**src/core/twbc_pkg.sv**
```systemverilog
// Purpose: Shared constants and types of the two-wire bus controller
// Assumes: 100 MHz ref_clk, 8-bit register port
// Notes:   Status codes keep their low three bits zero
package twbc_pkg;
  ////////////////////////////////////////////////////////////////////////////
  // Timing
  localparam int CLK_PERIOD_NS = 10;
  localparam int SPIKE_NS      = 50;
  localparam logic [2:0] SPIKE_CYC =
    3'((SPIKE_NS + CLK_PERIOD_NS - 1) / CLK_PERIOD_NS);
  localparam int MAX_RATE_KHZ  = 400;
  localparam logic [14:0] HALF_BASE = 15'h0008;
  localparam int PS_SHIFT = 2;
  ////////////////////////////////////////////////////////////////////////////
  // Register map
  localparam logic [7:0] OFF_BIT_RATE = 8'h00;
  localparam logic [7:0] OFF_STATUS   = 8'h04;
  localparam logic [7:0] OFF_DATA     = 8'h08;
  localparam logic [7:0] OFF_OWN_ADDR = 8'h0C;
  localparam logic [7:0] OFF_CTRL     = 8'h10;
  localparam int CB_FLAG  = 7;
  localparam int CB_ACK   = 6;
  localparam int CB_START = 5;
  localparam int CB_STOP  = 4;
  localparam int CB_EN    = 2;
  localparam int OA_GCE   = 0;
  localparam logic [7:0] RST_BYTE = 8'h00;
  localparam logic [7:0] RST_DATA = 8'hFF;
  localparam logic [6:0] GC_ADDR  = 7'h00;
  ////////////////////////////////////////////////////////////////////////////
  // Bit counter landmarks
  localparam logic [3:0] BIT_ACK   = 4'h8;
  localparam logic [3:0] BIT_ACKED = 4'h9;
  localparam logic [3:0] BIT_IDLE  = 4'hA;
  ////////////////////////////////////////////////////////////////////////////
  // Status codes
  localparam logic [7:0] ST_BUS_ERR      = 8'h00;
  localparam logic [7:0] ST_START        = 8'h08;
  localparam logic [7:0] ST_REP          = 8'h10;
  localparam logic [7:0] ST_MT_SLA_ACK   = 8'h18;
  localparam logic [7:0] ST_MT_SLA_NACK  = 8'h20;
  localparam logic [7:0] ST_MT_DATA_ACK  = 8'h28;
  localparam logic [7:0] ST_MT_DATA_NACK = 8'h30;
  localparam logic [7:0] ST_ARB_LOST     = 8'h38;
  localparam logic [7:0] ST_MR_SLA_ACK   = 8'h40;
  localparam logic [7:0] ST_MR_SLA_NACK  = 8'h48;
  localparam logic [7:0] ST_MR_DATA_ACK  = 8'h50;
  localparam logic [7:0] ST_MR_DATA_NACK = 8'h58;
  localparam logic [7:0] ST_SR_OWN_W     = 8'h60;
  localparam logic [7:0] ST_SR_GC        = 8'h70;
  localparam logic [7:0] ST_SR_DATA_ACK  = 8'h80;
  localparam logic [7:0] ST_SR_DATA_NACK = 8'h88;
  localparam logic [7:0] ST_SR_STOP      = 8'hA0;
  localparam logic [7:0] ST_ST_OWN_R     = 8'hA8;
  localparam logic [7:0] ST_ST_DATA_ACK  = 8'hB8;
  localparam logic [7:0] ST_ST_DATA_NACK = 8'hC0;
  localparam logic [7:0] ST_NONE         = 8'hF8;
  ////////////////////////////////////////////////////////////////////////////
  // Master clock generator states
  typedef enum logic [2:0] {M_IDLE, M_START, M_LOW, M_HIGH, M_RS, M_STOP}
    twbc_mstate_t;
endpackage

```
**src/core/twbc_core.sv**
```systemverilog
// Purpose: Two-wire bus controller, master or slave, transmit or receive
// Assumes: Single 100 MHz clock; register port read data one cycle later
// Notes:   Lines are open drain; an enable low means the pin is pulled low
`timescale 1ns/1ps
`default_nettype none
//Contract
// - Acts as master or slave, sender or receiver
// - Bus rates up to 400 kHz
// - Reject line spikes shorter than 50 ns
// - Master SCL = clk / (16 + 2*rate*4^prescale)
// - Slave timing ignores rate and prescaler
// - Shift register holds sent then received byte
// - Hidden ack bit follows control setting
// - Transmitter reports received ack in status
// - Generate and detect start, restart, stop
// - Start/stop detection works in sleep
// - Master transmitter watches arbitration continuously; the code checks it only at each SCL rise of the eight address or data bits
// - Match received address with own address
// - Optionally match general call address too
// - Own address ack depends on control
// - Address match works and wakes in sleep
// - Foreign wake during match aborts to idle
// - Flag set, status code one cycle later
// - Flag clear shows no-information status code
// - SCL held low while flag set
// - Flag after start, address, arbitration, addressed
// - Flag after data byte, slave stop/restart
// - Flag on misplaced start or stop
// - SDA changes only while SCL low
// - Seven address bits MSB first, R/W, ack
// - General call address is all zeros
// - Master waits while slave stretches SCL
module twbc_core (
  // Clock and reset
  input  wire logic       ref_clk,
  input  wire logic       srst,
  // Register port
  input  wire logic [7:0] reg_addr,
  input  wire logic [7:0] reg_wdata,
  input  wire logic       reg_wr,
  input  wire logic       reg_rd,
  output logic      [7:0] reg_rdata,
  // Bus lines
  input  wire logic       scl_i,
  output logic            scl_o,
  output logic            scl_oe_n,
  input  wire logic       sda_i,
  output logic            sda_o,
  output logic            sda_oe_n,
  // System
  input  wire logic       sleep_mode,
  input  wire logic       other_wake,
  output logic            wake_req
);
  ////////////////////////////////////////////////////////////////////////////
  // Half period of the master clock
  function automatic logic [14:0] half_cycles(input logic [7:0] br,
                                              input logic [1:0] ps);
    half_cycles = twbc_pkg::HALF_BASE
                + ({7'h00, br} << (twbc_pkg::PS_SHIFT * ps));
  endfunction

  logic [7:0]  bit_rate_divider;
  logic [1:0]  rate_prescaler_field;
  logic [7:0]  own_address_register;
  logic [7:0]  byte_shift_register;
  logic [7:0]  status_code;
  logic [7:0]  code_pend;
  logic        event_flag;
  logic        ev_pulse;
  logic        ack_en;
  logic        start_cmd;
  logic        stop_cmd;
  logic        enable;
  logic        start_pend;
  logic        stop_req;
  logic        rs_req;
  logic        active;
  logic        mst;
  logic        tx;
  logic        addr_phase;
  logic        addressed;
  logic        gc_hit;
  logic        dir_rd;
  logic        arb_pend;
  logic        ack_rx;
  logic        dp_low;
  logic        bus_busy;
  logic [3:0]  bit_cnt;
  logic [1:0]  ph;
  logic [14:0] hc;
  twbc_pkg::twbc_mstate_t mst_st;
  logic [1:0]  sy1;
  logic [1:0]  sy2;
  logic [1:0]  filt;
  logic [1:0]  fprev;
  logic [2:0]  fcnt [2];

  ////////////////////////////////////////////////////////////////////////////
  // Decoding
  wire ctrl_wr  = reg_wr && (reg_addr == twbc_pkg::OFF_CTRL);
  wire dat_wr   = reg_wr && (reg_addr == twbc_pkg::OFF_DATA);
  wire go       = ctrl_wr && reg_wdata[twbc_pkg::CB_FLAG];
  wire en_now   = ctrl_wr ? reg_wdata[twbc_pkg::CB_EN] : enable;
  wire scl_f    = filt[0];
  wire sda_f    = filt[1];
  wire scl_rise = filt[0] & ~fprev[0];
  wire scl_fall = ~filt[0] & fprev[0];
  wire scl_hi   = filt[0] & fprev[0];
  // Data edges while the clock stays high are conditions, not bits
  wire start_det = scl_hi & fprev[1] & ~filt[1];
  wire stop_det  = scl_hi & ~fprev[1] & filt[1];
  wire own_cond  = (mst_st == twbc_pkg::M_START) ||
                   (mst_st == twbc_pkg::M_RS) ||
                   (mst_st == twbc_pkg::M_STOP);
  wire ext_start = start_det & ~own_cond;
  wire ext_stop  = stop_det & ~own_cond;
  wire illegal   = active && (bit_cnt > 4'h1) &&
                   (bit_cnt != twbc_pkg::BIT_IDLE);
  wire [14:0] half = half_cycles(bit_rate_divider,
                                 rate_prescaler_field);
  wire hc_done   = (hc >= half);
  wire match_own = (byte_shift_register[7:1] ==
                    own_address_register[7:1]);
  wire match_gc  = own_address_register[twbc_pkg::OA_GCE] &&
                   (byte_shift_register[7:1] ==
                    twbc_pkg::GC_ADDR);
  wire begin_tx  = mst ? (addr_phase | ~dir_rd) : dir_rd;
  wire m_scl_low = (mst_st == twbc_pkg::M_LOW) ||
                   (own_cond && mst_st != twbc_pkg::M_START &&
                    ph == 2'h0);
  wire m_sda_low = (mst_st == twbc_pkg::M_START) ||
                   (mst_st == twbc_pkg::M_LOW && addr_phase &&
                    bit_cnt == twbc_pkg::BIT_IDLE) ||
                   (mst_st == twbc_pkg::M_STOP && ph != 2'h2) ||
                   (mst_st == twbc_pkg::M_RS && ph == 2'h2);
  wire scl_low   = enable & (event_flag | m_scl_low);
  wire sda_low   = enable & (m_sda_low | dp_low);

  // Status code of a finished byte; dp_low still holds the ack we sent
  wire [7:0] done_code =
    (mst && addr_phase) ?
      (byte_shift_register[0] ?
        (ack_rx ? twbc_pkg::ST_MR_SLA_ACK : twbc_pkg::ST_MR_SLA_NACK) :
        (ack_rx ? twbc_pkg::ST_MT_SLA_ACK : twbc_pkg::ST_MT_SLA_NACK)) :
    (mst && tx) ?
      (ack_rx ? twbc_pkg::ST_MT_DATA_ACK
              : twbc_pkg::ST_MT_DATA_NACK) :
    mst ?
      (dp_low ? twbc_pkg::ST_MR_DATA_ACK : twbc_pkg::ST_MR_DATA_NACK) :
    addr_phase ?
      (dir_rd ? twbc_pkg::ST_ST_OWN_R :
        (gc_hit ? twbc_pkg::ST_SR_GC : twbc_pkg::ST_SR_OWN_W)) :
    tx ?
      (ack_rx ? twbc_pkg::ST_ST_DATA_ACK
              : twbc_pkg::ST_ST_DATA_NACK) :
      (dp_low ? twbc_pkg::ST_SR_DATA_ACK : twbc_pkg::ST_SR_DATA_NACK);

  wire [7:0] rd_mux =
    (reg_addr == twbc_pkg::OFF_BIT_RATE) ? bit_rate_divider :
    (reg_addr == twbc_pkg::OFF_STATUS)   ?
      {status_code[7:3], 1'h0, rate_prescaler_field} :
    (reg_addr == twbc_pkg::OFF_DATA)     ? byte_shift_register :
    (reg_addr == twbc_pkg::OFF_OWN_ADDR) ? own_address_register :
    (reg_addr == twbc_pkg::OFF_CTRL)     ?
      {event_flag, ack_en, start_cmd, stop_cmd, 1'h0, enable, 2'h0} :
      8'h00;

  assign scl_o    = 1'h0;
  assign sda_o    = 1'h0;
  assign scl_oe_n = ~scl_low;
  assign sda_oe_n = ~sda_low;

  ////////////////////////////////////////////////////////////////////////////
  // Line synchronisers and spike filters
  always_ff @(posedge ref_clk)
  begin
    if (srst)
    begin
      sy1   <= 2'h3;
      sy2   <= 2'h3;
      filt  <= 2'h3;
      fprev <= 2'h3;
      for (int i = 0; i < 2; i++)
        fcnt[i] <= 3'h0;
    end
    else
    begin
      sy1   <= {sda_i, scl_i};
      sy2   <= sy1;
      fprev <= filt;
      // A level must hold a full spike time before it is believed
      for (int i = 0; i < 2; i++)
        if (sy2[i] == filt[i])
          fcnt[i] <= 3'h0;
        else if (fcnt[i] == twbc_pkg::SPIKE_CYC - 3'h1)
        begin
          filt[i] <= sy2[i];
          fcnt[i] <= 3'h0;
        end
        else
          fcnt[i] <= fcnt[i] + 3'h1;
    end
  end

  ////////////////////////////////////////////////////////////////////////////
  // Software-owned settings
  always_ff @(posedge ref_clk)
  begin
    if (srst)
    begin
      bit_rate_divider     <= twbc_pkg::RST_BYTE;
      rate_prescaler_field <= 2'h0;
      own_address_register <= twbc_pkg::RST_BYTE;
      ack_en               <= 1'h0;
      start_cmd            <= 1'h0;
      enable               <= 1'h0;
    end
    else if (reg_wr)
    begin
      if (reg_addr == twbc_pkg::OFF_BIT_RATE)
        bit_rate_divider <= reg_wdata;
      if (reg_addr == twbc_pkg::OFF_STATUS)
        rate_prescaler_field <= reg_wdata[1:0];
      if (reg_addr == twbc_pkg::OFF_OWN_ADDR)
        own_address_register <= reg_wdata;
      if (ctrl_wr)
      begin
        ack_en    <= reg_wdata[twbc_pkg::CB_ACK];
        start_cmd <= reg_wdata[twbc_pkg::CB_START];
        enable    <= reg_wdata[twbc_pkg::CB_EN];
      end
    end
  end

  ////////////////////////////////////////////////////////////////////////////
  // Status register and read port
  always_ff @(posedge ref_clk)
  begin
    if (srst)
    begin
      status_code <= twbc_pkg::ST_NONE;
      reg_rdata   <= 8'h00;
    end
    else
    begin
      // Code lands the cycle after the flag rises
      if (ev_pulse)
        status_code <= code_pend;
      else if (!event_flag)
        status_code <= twbc_pkg::ST_NONE;
      reg_rdata <= reg_rd ? rd_mux : 8'h00;
    end
  end

  ////////////////////////////////////////////////////////////////////////////
  // Protocol engine: master clock generator and byte engine
  always_ff @(posedge ref_clk)
  begin
    ev_pulse <= 1'h0;
    wake_req <= 1'h0;
    if (srst || !en_now)
    begin
      // Disabling drops the bus at once; software must re-arm
      event_flag <= 1'h0;
      code_pend  <= twbc_pkg::ST_NONE;
      stop_cmd   <= 1'h0;
      start_pend <= 1'h0;
      stop_req   <= 1'h0;
      rs_req     <= 1'h0;
      active     <= 1'h0;
      mst        <= 1'h0;
      tx         <= 1'h0;
      addr_phase <= 1'h0;
      addressed  <= 1'h0;
      gc_hit     <= 1'h0;
      dir_rd     <= 1'h0;
      arb_pend   <= 1'h0;
      ack_rx     <= 1'h0;
      dp_low     <= 1'h0;
      bus_busy   <= 1'h0;
      bit_cnt    <= twbc_pkg::BIT_IDLE;
      ph         <= 2'h0;
      hc         <= 15'h0000;
      mst_st     <= twbc_pkg::M_IDLE;
      if (srst)
        byte_shift_register <= twbc_pkg::RST_DATA;
      else if (dat_wr)
        byte_shift_register <= reg_wdata;
    end
    else
    begin
      if (!hc_done)
        hc <= hc + 15'h0001;
      if (dat_wr)
        byte_shift_register <= reg_wdata;
      if (ctrl_wr)
        stop_cmd <= reg_wdata[twbc_pkg::CB_STOP];
      // Writing the flag bit as one clears it and picks the next step
      if (go)
      begin
        event_flag <= 1'h0;
        if (reg_wdata[twbc_pkg::CB_STOP] && mst)
          stop_req <= 1'h1;
        else if (reg_wdata[twbc_pkg::CB_START])
        begin
          if (mst)
            rs_req <= 1'h1;
          else
            start_pend <= 1'h1;
        end
        else if (mst || addressed)
        begin
          active  <= 1'h1;
          bit_cnt <= 4'h0;
          tx      <= begin_tx;
          dp_low  <= begin_tx & ~byte_shift_register[7];
        end
      end
      if (start_pend && mst_st == twbc_pkg::M_IDLE && !bus_busy &&
          scl_f && sda_f && !event_flag)
      begin
        start_pend <= 1'h0;
        mst        <= 1'h1;
        mst_st     <= twbc_pkg::M_START;
        hc         <= 15'h0000;
      end

      case (mst_st)
        twbc_pkg::M_IDLE: ;
        twbc_pkg::M_START:
          if (hc_done && !sda_f)
          begin
            event_flag <= 1'h1;
            ev_pulse   <= 1'h1;
            code_pend  <= twbc_pkg::ST_START;
            mst_st     <= twbc_pkg::M_LOW;
            hc         <= 15'h0000;
            addr_phase <= 1'h1;
            bit_cnt    <= twbc_pkg::BIT_IDLE;
            bus_busy   <= 1'h1;
          end
        twbc_pkg::M_LOW:
          if (hc_done && !event_flag)
          begin
            hc <= 15'h0000;
            if (stop_req)
            begin
              stop_req <= 1'h0;
              ph       <= 2'h0;
              mst_st   <= twbc_pkg::M_STOP;
            end
            else if (rs_req)
            begin
              rs_req <= 1'h0;
              ph     <= 2'h0;
              mst_st <= twbc_pkg::M_RS;
            end
            else if (bit_cnt != twbc_pkg::BIT_IDLE)
              mst_st <= twbc_pkg::M_HIGH;
          end
        twbc_pkg::M_HIGH:
          if (!scl_f)
            hc <= 15'h0000;
          else if (hc_done)
          begin
            hc     <= 15'h0000;
            mst_st <= twbc_pkg::M_LOW;
          end
        twbc_pkg::M_RS,
        twbc_pkg::M_STOP:
          if (ph != 2'h2)
          begin
            if (ph == 2'h1 && !scl_f)
              hc <= 15'h0000;
            else if (hc_done)
            begin
              ph <= ph + 2'h1;
              hc <= 15'h0000;
            end
          end
          else if (hc_done && (sda_f == (mst_st == twbc_pkg::M_STOP)))
          begin
            hc <= 15'h0000;
            if (mst_st == twbc_pkg::M_STOP)
            begin
              mst_st   <= twbc_pkg::M_IDLE;
              mst      <= 1'h0;
              active   <= 1'h0;
              stop_cmd <= 1'h0;
              bus_busy <= 1'h0;
            end
            else
            begin
              event_flag <= 1'h1;
              ev_pulse   <= 1'h1;
              code_pend  <= twbc_pkg::ST_REP;
              mst_st     <= twbc_pkg::M_LOW;
              addr_phase <= 1'h1;
              bit_cnt    <= twbc_pkg::BIT_IDLE;
            end
          end
        default:
          mst_st <= twbc_pkg::M_IDLE;
      endcase

      // Byte engine follows the filtered clock in both roles
      if (active && scl_rise && bit_cnt < twbc_pkg::BIT_ACK)
      begin
        byte_shift_register <= {byte_shift_register[6:0], sda_f};
        bit_cnt <= bit_cnt + 4'h1;
        if (mst && tx && byte_shift_register[7] && !sda_f)
        begin
          mst      <= 1'h0;
          tx       <= 1'h0;
          dp_low   <= 1'h0;
          arb_pend <= 1'h1;
          mst_st   <= twbc_pkg::M_IDLE;
        end
      end
      else if (active && scl_rise && bit_cnt == twbc_pkg::BIT_ACK)
      begin
        ack_rx  <= ~sda_f;
        bit_cnt <= twbc_pkg::BIT_ACKED;
      end
      else if (active && scl_fall && bit_cnt < twbc_pkg::BIT_ACK)
      begin
        if (arb_pend)
        begin
          // Raised while the clock is low so the hold only stretches it
          event_flag <= 1'h1;
          ev_pulse   <= 1'h1;
          code_pend  <= twbc_pkg::ST_ARB_LOST;
          arb_pend   <= 1'h0;
          active     <= 1'h0;
        end
        else
          dp_low <= tx & ~byte_shift_register[7];
      end
      else if (active && scl_fall && bit_cnt == twbc_pkg::BIT_ACK)
      begin
        if (addr_phase)
          dir_rd <= byte_shift_register[0];
        if (!mst && addr_phase)
        begin
          if ((match_own || match_gc) && ack_en)
          begin
            addressed <= 1'h1;
            gc_hit    <= ~match_own;
            dp_low    <= 1'h1;
            arb_pend  <= 1'h0;
            wake_req  <= sleep_mode;
          end
          else
          begin
            active <= 1'h0;
            dp_low <= 1'h0;
            if (arb_pend)
            begin
              event_flag <= 1'h1;
              ev_pulse   <= 1'h1;
              code_pend  <= twbc_pkg::ST_ARB_LOST;
              arb_pend   <= 1'h0;
            end
          end
        end
        else
          dp_low <= ~tx & ack_en;
      end
      else if (active && scl_fall && bit_cnt == twbc_pkg::BIT_ACKED)
      begin
        dp_low     <= 1'h0;
        bit_cnt    <= twbc_pkg::BIT_IDLE;
        addr_phase <= 1'h0;
        event_flag <= 1'h1;
        ev_pulse   <= 1'h1;
        code_pend  <= done_code;
      end

      // Conditions driven by other masters, also seen in sleep
      if (ext_start || ext_stop)
      begin
        if (illegal)
        begin
          event_flag <= 1'h1;
          ev_pulse   <= 1'h1;
          code_pend  <= twbc_pkg::ST_BUS_ERR;
          active     <= 1'h0;
          mst        <= 1'h0;
          addressed  <= 1'h0;
          dp_low     <= 1'h0;
          arb_pend   <= 1'h0;
          stop_req   <= 1'h0;
          rs_req     <= 1'h0;
          mst_st     <= twbc_pkg::M_IDLE;
        end
        else
        begin
          if (addressed)
          begin
            event_flag <= 1'h1;
            ev_pulse   <= 1'h1;
            code_pend  <= twbc_pkg::ST_SR_STOP;
          end
          addressed  <= 1'h0;
          mst        <= 1'h0;
          tx         <= 1'h0;
          active     <= ext_start;
          addr_phase <= ext_start;
          bit_cnt    <= ext_start ? 4'h0 : twbc_pkg::BIT_IDLE;
        end
        bus_busy <= ext_start;
      end

      // Another wake source during a sleeping address match aborts it
      if (sleep_mode && other_wake && !mst && addr_phase &&
          (active || addressed))
      begin
        active     <= 1'h0;
        addressed  <= 1'h0;
        addr_phase <= 1'h0;
        dp_low     <= 1'h0;
        event_flag <= 1'h0;
        wake_req   <= 1'h0;
      end
    end
  end
endmodule
`default_nettype wire

```
**config.mk**
```make
export PLATFORM = sky130hd
export DESIGN_NAME = twbc_core
export DESIGN_NICKNAME = d
export VERILOG_FILES = /design/src/core/twbc_pkg.sv /design/src/core/twbc_core.sv
export SDC_FILE = /design/constraint.sdc
export NUM_CORES = 1
export LEC_CHECK = 0
export ABC_CLOCK_PERIOD_IN_PS = 3590
export CORE_MARGIN = 3
export CORE_UTILIZATION = 30
export CTS_CLUSTER_DIAMETER = 120
export DETAILED_ROUTE_END_ITERATION = 10
export DONT_BUFFER_PORTS = 1
export PLACE_DENSITY = 0.55
export SLEW_MARGIN = 10
export SYNTH_ARGS = -nofsm -noshare
export SYNTH_HDL_FRONTEND = slang
export SYNTH_SLANG_ARGS = --single-unit
```
**constraint.sdc**
```tcl
create_clock -name ref_clk -period 3.59 [get_ports ref_clk]
set_input_delay 0 -clock ref_clk [delete_from_list [all_inputs] [get_ports ref_clk]]
set_output_delay 0 -clock ref_clk [all_outputs]
set_load 0.02 [all_outputs]
```
* Yosys cells after proc, flatten, opt, wreduce, memory -nomap -nowiden *
Memory sizes are Yosys's and may differ from the RTL's.
Index checks and enable logic that the tools add are counted.

word-level totals
  memories kept = 1
  bits of input ports = 24
  bits in latches = 0
  bits in read-only memories = 0
  RAM bits = 6
  flip-flop bits (word level) = 103

operators by class
  eq/ne operators = 33
  reduce and logical (&&, ||, !) cells = 81
  div/mod/pow operators = 0
  order comparisons = 3
  muxes and demuxes = 251
  add/sub/neg operators = 6
  $mul = 0
  bitwise operators = 45
  shifts and indexed selects = 1

memories
  name  words  width  read ports  clocked after memory_dff  write ports  RTL line         source
  fcnt  2      3      2           0                         2            twbc_core.sv:97  logic [2:0] fcnt [2];

operators with widths
  cell                                                                   number
  8-bit 2-to-1 mux                                                       31
  1-bit 2-to-1 mux                                                       150
  15-bit 2-to-1 mux                                                      9
  4-bit 2-to-1 mux                                                       19
  3-bit 2-to-1 mux                                                       20
  15-bit case mux with 4 select lines                                    1
  1-bit logical AND                                                      39
  1-bit NOT                                                              22
  7-bit 2-to-1 mux                                                       3
  8-bit by 4-bit equality test with 1-bit output, second input constant  2
  8-bit case mux with 2 select lines                                     1
  15-bit by 1-bit adder with 15-bit output, second input constant        1
  4-bit by 15-bit adder with 15-bit output, first input constant         1
  15-bit greater-or-equal comparator                                     1
  3-bit case mux with 5 select lines                                     1
  8-bit by 3-bit left shift with 15-bit output                           1
  1-bit AND                                                              14
  2-bit 2-to-1 mux                                                       7
  2-bit AND reduction                                                    7
  3-bit equality test, second input constant                             4
  4-bit equality test, second input constant                             3
  3-bit inequality test, second input constant                           4
  6-bit AND reduction                                                    2
  1-bit logical OR                                                       11
  other kinds (35)                                                       66

* Longest topological paths before layout *
Gate-level depths: netlist (run 1).

  depth after elaboration = 18
  mapped depth = 16

* Worst setup path before layout (run 1) *
No wires, ideal clock.

  path kind = register to register
  start point = reg rate_prescaler_field[0]
  end point = reg hc[10]
  data arrival time = 3.520 ns
  setup time = 0.132 ns
  period minus slack after synthesis = 3.652 ns
  stages on the path, launching flop included = 17
  required time = 3.458 ns
  path slack = -0.062 ns
  path buffers = 2
  cell sequence = dfxtp_1 -> clkbuf_1 -> mux2i_1 -> nor2_1 -> ha_1 -> o2111ai_1 -> nor3b_1 -> and3_1 -> o21ai_0 -> ha_1 -> nand2_1 -> nor2_1 -> nand4_2 -> o21a_2 -> o211ai_2 -> buf_2 -> a22oi_1

between the ends
  longest elaborated chain between the ends = 9
  elaborated cells on any way between the ends = 16
  those cells by class = add/sub: 1; order compare: 1; shift: 1; mux: 10; reduce/logical: 3

ends and longest elaborated chain
  element                                         RTL line                            source
  start, declared                                 twbc_core.sv:64                     logic [1:0] rate_prescaler_field;
  start signal, assigned                          twbc_core.sv:224                    rate_prescaler_field <= reg_wdata[1:0];
  8-bit by 3-bit left shift with 15-bit output *  twbc_core.sv:60                     + ({7'h00, br} << (twbc_pkg::PS_SHIFT * ps));
  4-bit by 15-bit adder with 15-bit output *      twbc_core.sv:60
  15-bit greater-or-equal comparator *            twbc_core.sv:122                    wire hc_done = (hc >= half);
  15-bit 2-to-1 mux                               twbc_core.sv:293                    if (!hc_done)
  15-bit 2-to-1 mux                               twbc_core.sv:320                    if (start_pend && mst_st == twbc_pkg::M_IDLE && !bus_busy &&
  15-bit 2-to-1 mux                               twbc_core.sv:365, twbc_core.sv:376
  15-bit 2-to-1 mux                               twbc_core.sv:374                    if (ph == 2'h1 && !scl_f)
  15-bit 2-to-1 mux                               twbc_core.sv:372                    if (ph != 2'h2)
  15-bit case mux with 4 select lines *           twbc_core.sv:329                    case (mst_st)
  end signal, assigned                            twbc_core.sv:294                    hc <= hc + 15'h0001;
  end, declared                                   twbc_core.sv:91                     logic [14:0] hc;

Every way passes the cells marked *; elsewhere a longest branch is shown, timed or not.
A chain may end at the register's enable or synchronous reset.

* Final worst setup path (run 1) *
  start point = reg rate_prescaler_field[1]
  end point = reg hc[6]

Same word-level chain as after synthesis.

==> metrics.cfg, run 1 <==
[critical_path]
r2r_start=rate_prescaler_field[1]
end_kind=register
crit_path_cell_trace=buf_6 -> mux2_2 -> nand2_1 -> o21ai_0 -> nor3b_2 -> buf_4 -> xnor2_1 -> ha_1 -> and2_0 -> a221o_1 -> a21oi_4 -> o21ai_4 -> or4_1 -> a22oi_2
worst-r2r-cell-count=14
arrival_ns=3.71
crit_path_max_incr_delay_ns=0.53
r2r_slack_ns=0.17
crit_fanout=12
slowest_stage=or4_1
crit_type=reg -> reg
timing.rr.end=hc[6]
cp.required_ns=3.88
worstSetupStartpointType=register

[global_routing]
gr-total-overflow=0
grt_pass1_vias=5563
grtUsageTotal=0.162
antenna_found_initial=0
grt_pass1_wl_microns=30600
grt_max_degree=44

[drt]
routedWlPerCell_microns=17.4
drt_pre_antenna_iters=5
drt-initial-drc-count=480
drc_errors=0
via_count=5847
via_per_inst=5.38
ant_nets=0
routed_wl_microns=18900

[layout]
drive_above_1_share=0.119
finalCoreUtilization=0.364
fillers=2151
seqCellArea_sq_um=2130
final_nets=865
final_cell_mix=95 x dfxtp_1, 76 x nand2_1, 57 x a21oi_1
multi_input_area_sq_um=4030
area_growth_pct=17.4
final_common_cell=dfxtp_1
final_cells=1086
antenna_cells=0

[die]
num_rows=52
dieArea_sq_um=23000
initial_core_util=0.310
die_w_microns=152
die_y_microns=152
core_area_sq_um=20600
ios=37

[min_path]
min_path_type=in -> reg
min_to=reg_rdata[0]
hold_depth=2
min-delay-start=reg_rd

[power]
vdd_drop_max_mv=0.300
power_leakage_nw=2.74
power_density_nw_per_um2=315

[clock_tree]
cts_buffers=9
clock_path_buffers=2
htree_levels=3
clock-sinks=103
cts_root_buf=clkbuf_16
cts_tree=yes
clkTransAtPathRegs_ns=0.07
clk_latency_ns=0.36

[sta]
final.setup.tns_ns=0
slew_headroom=0.431
report.final.slew_viol_count=0
post-route-period-util=0.952
tightest_slew_ns=0.846
min_period_ns=3.42
fin_skew_ns=0.00661
setup_viol=0
hold_viol_final=0
max_freq_mhz=292

[outcome]
outcome=completed

[yosys]
synth_top_flop_cell=dfxtp_1
ys_ff_latch=103
yosysSeqAreaShare=0.333
yosysWarnings=0
async_flop_share=0
netlist_area_sq_um=6380
netlist_instances=773
syn_avg_cell_area_sq_um=8.25
synth_edf_count=6
synth_cell_types=83

[flow_run]
drv_cap=0

[placed_design]
post-dp-hpwl_microns=13400
dp.cells=1039
gp_routability_congestion=0.866
io_buffer_count=0

-- cell usage after synthesis, types with 5 or more instances --
library cell | n | share of area
o31ai_1 | 5 | 0.0059
o2111ai_1 | 8 | 0.011
xor2_1 | 8 | 0.011
ha_1 | 30 | 0.059
a22oi_1 | 6 | 0.0071
nor2b_1 | 24 | 0.024
a21oi_1 | 57 | 0.045
o221ai_1 | 5 | 0.0069
o21bai_1 | 5 | 0.0059
and3_1 | 15 | 0.015
buf_1 | 5 | 0.0029
dfxtp_1 | 97 | 0.30
o211ai_1 | 12 | 0.014
edfxtp_1 | 6 | 0.028
or2_2 | 9 | 0.0088
a31oi_1 | 11 | 0.011
mux2i_1 | 24 | 0.038
nand3b_1 | 6 | 0.0071
and2_1 | 7 | 0.0069
a211oi_1 | 8 | 0.0094
o21ai_0 | 34 | 0.027
nand2_1 | 76 | 0.045
clkbuf_1 | 26 | 0.015
o22ai_1 | 7 | 0.0069
nand3_1 | 37 | 0.029
nand2b_1 | 18 | 0.018
or3_1 | 7 | 0.0069
buf_2 | 8 | 0.0063
inv_1 | 28 | 0.016
nor3b_1 | 7 | 0.0082
xnor2_1 | 16 | 0.022
mux2_2 | 12 | 0.021
nor2_1 | 44 | 0.026
nor3_1 | 28 | 0.022
-- cells by family (layout without fill, tap and decap cells) --
family	after synthesis	in the layout	share of synthesized area
and+or+nand+nor	308	308	0.257
AOI/OAI and AO/OA	197	197	0.206
DFF	103	103	0.333
buffers and inverters	71	107	0.0451
muxes	38	38	0.0659
adders and majority gates	30	30	0.0588
xor gates and xnor gates	24	24	0.0330
other	2	9	0.00118
-- power by group --
part           leakage, nW  internal [mW]  switching, mW  total, mW
Sequential           0.847           1.16        0.00980       1.17
Clock                0.152          0.612          0.473       1.09
Combinational         1.74         0.0462         0.0567      0.103
-- what timing repair did --
item,4_1_cts,5_1_grt
gates resized for setup,2,11
hold buffers,27,1
pin swaps,0,3
endpoints found under the setup margin,11,37
setup buffers,0,3
hold endpoints to repair,52,1
-- layout make-up --
type,count,area share
Timing Repair Buffer,62,0.0755
Inverter,29,0.0145
Sequential cell,103,0.284
Multi-Input combinational cell,606,0.538
Clock buffer,9,0.0301
Clock inverter,7,0.0130
Tap cell,270,0.0451
-- per-layer routing --
metal	up-vias	track usage	share of wire	wire length, microns
li1	2882	-	-	-
met1	2747	0.223	0.47	8870
met2	194	0.252	0.45	8470
met3	24	0.0407	0.065	1220
met4	0	0.0449	0.019	361
met5	-	0	0	0
-- worst max-delay path, delay by kind of cell (launching register included) --
| family | cells | cell delay (ns) |
|---|---|---|
| adders and majority gates | 1 | 0.24 |
| muxes | 1 | 0.37 |
| and+or+nand+nor | 4 | 0.95 |
| DFF | 1 | 0.39 |
| buffers and inverters | 2 | 0.29 |
| xor gates and xnor gates | 1 | 0.16 |
| AOI/OAI and AO/OA | 5 | 0.94 |
-- through the flow --
| stage | total power [mW] | cell area, sq um | setup WS, ns | hold WS (ns) |
|---|---|---|---|---|
| finish | 2.36 | 7490 | 0.171 | 0.0144 |
| global placement | 1.26 | 6810 | 0.0224 | 0.0760 |
| floorplan | 1.26 | 6410 | 0.0534 | 0.104 |
| CTS | 2.38 | 7420 | 0.0790 | 0.0000205 |
| global route | 2.44 | 7490 | -0.0205 | 0.0380 |
| detailed placement | 1.26 | 6810 | -0.0517 | 0.0911 |
-- how the worst max path moves through the flow --
| stage | start | to | slack, ns | cells after the start |
|---|---|---|---|---|
| global route | bit_rate_divider[1] | hc[5] | -0.02 | 14 |
| floorplan | rate_prescaler_field[0] | hc[10] | 0.05 | 16 |
| detailed placement | rate_prescaler_field[1] | hc[5] | -0.05 | 14 |
| global placement | rate_prescaler_field[1] | bit_cnt[0] | 0.02 | 14 |
| CTS | rate_prescaler_field[1] | hc[6] | 0.08 | 14 |
| finish | rate_prescaler_field[1] | hc[6] | 0.17 | 14 |
-- state kept, by name, summed over array words and instances (netlist names), 2 cells and up --
register	flops
status_code	5
bit_cnt	4
code_pend	5
hc	15
fcnt	6
byte_shift_register	8
rate_prescaler_field	2
sy1	2
own_address_register	8
fprev	2
mst_st	3
bit_rate_divider	8
filt	2
ph	2
reg_rdata	8
sy2	2
(Power assumes the default switching activity.)
==> run 2: changes to the inputs <==
--- a/config.mk
+++ b/config.mk
@@ -11,7 +11,9 @@
 export CTS_CLUSTER_DIAMETER = 120
 export DETAILED_ROUTE_END_ITERATION = 10
 export DONT_BUFFER_PORTS = 1
+export MAX_ROUTING_LAYER = met4
 export PLACE_DENSITY = 0.55
+export REMOVE_ABC_BUFFERS = 1
 export SLEW_MARGIN = 10
 export SYNTH_ARGS = -nofsm -noshare
 export SYNTH_HDL_FRONTEND = slang
==> run 2 against run 1 <==
Compared with the run above: first-iteration DRC count is 1.5% lower; total power decreased by 4.3%; routed wire length shrank 2.0%; global-route usage hardly changed; sequential share of layout area increased by 0.28 points; sequential cell count did not move; clock power shrank 9%; clock skew grew 0.0042 ns; final area decreased by 0.97%; via count unchanged; worst hold slack got worse by 0.013 ns; cell count fell by 0.37%; critical path type unchanged; highest routed layer unchanged.
==> metrics.cfg, run 2 (same netlist as run 1, synthesis figures left out) <==
[global_routing]
gr-total-overflow=0  ; unchanged
grtUsageTotal=0.161  ; -0.000393
grt_pass1_wl_microns=29700  ; -2.9%
antenna_found_initial=1  ; +1
grt_max_degree=46  ; +4.5%
grt_pass1_vias=5342  ; -4.0%

[power]
power_density_nw_per_um2=304  ; -3.4%
p_clk_frac=0.438  ; -0.022
power_leakage_nw=2.70  ; -1.4%
power.share.switching=0.250  ; +0.0209
combPwrFrac=0.044  ; about the same
seq_power_share=0.518  ; +0.022
intPower_mw=1.69  ; -6.9%
vdd_drop_max_mv=0.219  ; -27%
p_switching_mw=0.564  ; +4.4%

[clock_tree]
cts_buffers=9  ; unchanged
cts_root_buf=clkbuf_16
htree_levels=3  ; unchanged
clock-sinks=103  ; unchanged
clk_latency_ns=0.36  ; about the same
clkTransAtPathRegs_ns=0.08  ; about the same
clock_path_buffers=2  ; unchanged
cts_tree=yes

[critical_path]
cp.required_ns=3.85  ; -0.03 ns
r2r_slack_ns=0.23  ; +0.06 ns
crit_fanout=13  ; +1
crit_type=reg -> reg
arrival_ns=3.61  ; -0.10 ns
crit_path_frequent_cell=buf_4
crit_path_cell_trace=buf_6 -> mux2_2 -> o21ai_1 -> buf_4 -> nor3b_2 -> buf_4 -> a21oi_1 -> o21ai_0 -> ha_1 -> nand2_1 -> nor2_1 -> nand4_2 -> o21ai_4 -> buf_4 -> a31oi_1 -> a32o_1
slowest_stage=dfxtp_2
end_kind=register
worstSetupStartpointType=register
crit_path_max_incr_delay_ns=0.38  ; -0.15 ns

[layout]
top_register=hc
drive_above_1_share=0.115  ; -0.00434
area_growth_pct=16.2
final_nets=861  ; -0.46%
largest_register_ffs=15  ; unchanged
antenna_cells=0  ; unchanged
final_cell_mix=93 x dfxtp_1, 76 x nand2_1, 57 x a21oi_1
final_common_cell=dfxtp_1
finalCoreUtilization=0.361  ; -0.00353

[placed_design]
gp_routability_congestion=0.904  ; +4.4%
io_buffer_count=0  ; unchanged
post-place-ws_ns=-0.0123  ; +0.0394 ns
post-dp-hpwl_microns=13200  ; -1.7%

[sta]
hold_ws_ns=0.00133  ; -0.0130 ns
tightest_slew_ns=0.932  ; +0.0859 ns
setup_slack_ns=0.235  ; +0.0640 ns
fin_skew_ns=0.0108  ; +0.00417 ns
slew_headroom=0.373  ; -0.0577
hold_viol_final=0  ; unchanged
post-route-period-util=0.935  ; -0.0178
max_freq_mhz=298  ; +1.9%
min_period_ns=3.36  ; -0.0640 ns
report.final.slew_viol_count=0  ; unchanged
setup_viol=0  ; unchanged

[drt]
routedWlPerCell_microns=17.1  ; -1.6%
drc_errors=0  ; unchanged
drt-initial-drc-count=473  ; -1.5%
routed_wl_microns=18500  ; -2.0%
ant_nets=0  ; unchanged
drt_pre_antenna_iters=5  ; unchanged
via_count=5847  ; unchanged
via_per_inst=5.40  ; +0.37%

[die]
dieArea_sq_um=23000  ; unchanged
die_w_microns=152  ; unchanged
initial_core_util=0.310  ; unchanged
die_y_microns=152  ; unchanged
ios=37  ; unchanged
num_rows=52  ; unchanged
core_area_sq_um=20600  ; unchanged

[flow_run]
drv_cap=0  ; unchanged

[min_path]
min_path_type=in -> reg

[outcome]
outcome=completed

run 2: layout make-up:
class                   instances  area, sq um
clock buffers                   9          225
clock inverters                 7         67.6
fillers                      2161        13100
inverters                      29          109
multi-input cells             607         4030
flip-flops and latches        103         2130
well taps                     270          338
repair buffers                 57          517
run 2: worst max-delay path: cells and delay by family, from the launching register on:
kind,cells,cell delay [ns]
AO/OA/AOI/OAI,6,1.06
adder cells (fa/ha/maj),1,0.28
buffers and inverters,4,0.69
flip-flops,1,0.38
multiplexers,1,0.35
AND/OR/NAND/NOR,4,0.46
run 2: worst paths after layout:
path                                         startpoint            to  cells after the start
worst min register to register                   sy1[1]        sy2[1]                      1
worst min-delay path                        reg_addr[2]  reg_rdata[3]                      2
worst max-delay path            rate_prescaler_field[1]      bus_busy                     16
worst max register to register  rate_prescaler_field[1]      bus_busy                     16
run 2: per-stage QoR:
stage	std cells	power (mW)	cell area, sq um	TNS [ns]
final	1082	2.26	7410	0
after CTS	1079	2.29	7360	0
after floorplan	738	1.24	6230	-3.45
after detailed placement	1033	1.26	6750	-0.0123
after global placement	1033	1.26	6750	0
after global routing	1082	2.34	7410	-0.00804
run 2: power groups by stage:
stage                     clock network [mW]  registers, mW  logic, mW
after floorplan                            0           1.19     0.0467
after global placement                     0           1.20     0.0617
after detailed placement                   0           1.20     0.0617
after CTS                               1.02           1.17     0.0990
after global routing                    1.06           1.17      0.110
final                                  0.988           1.17      0.100
run 2: metal layers:
layer / global-route usage / share of wire
met5: - / 0
met4: 0.0411 / 0.017
met3: 0.0336 / 0.062
met2: 0.238 / 0.45
met1: 0.226 / 0.47
run 2: what timing repair did:
action / 4_1_cts / 5_1_grt
hold buffers: 30 / 0
buffers inserted: 0 / 2
gates resized for setup: 1 / 12
endpoints found under the hold margin: 55 / 0
pin swaps: 0 / 3
gates cloned: 0 / 1
endpoints found under the setup margin: 3 / 37
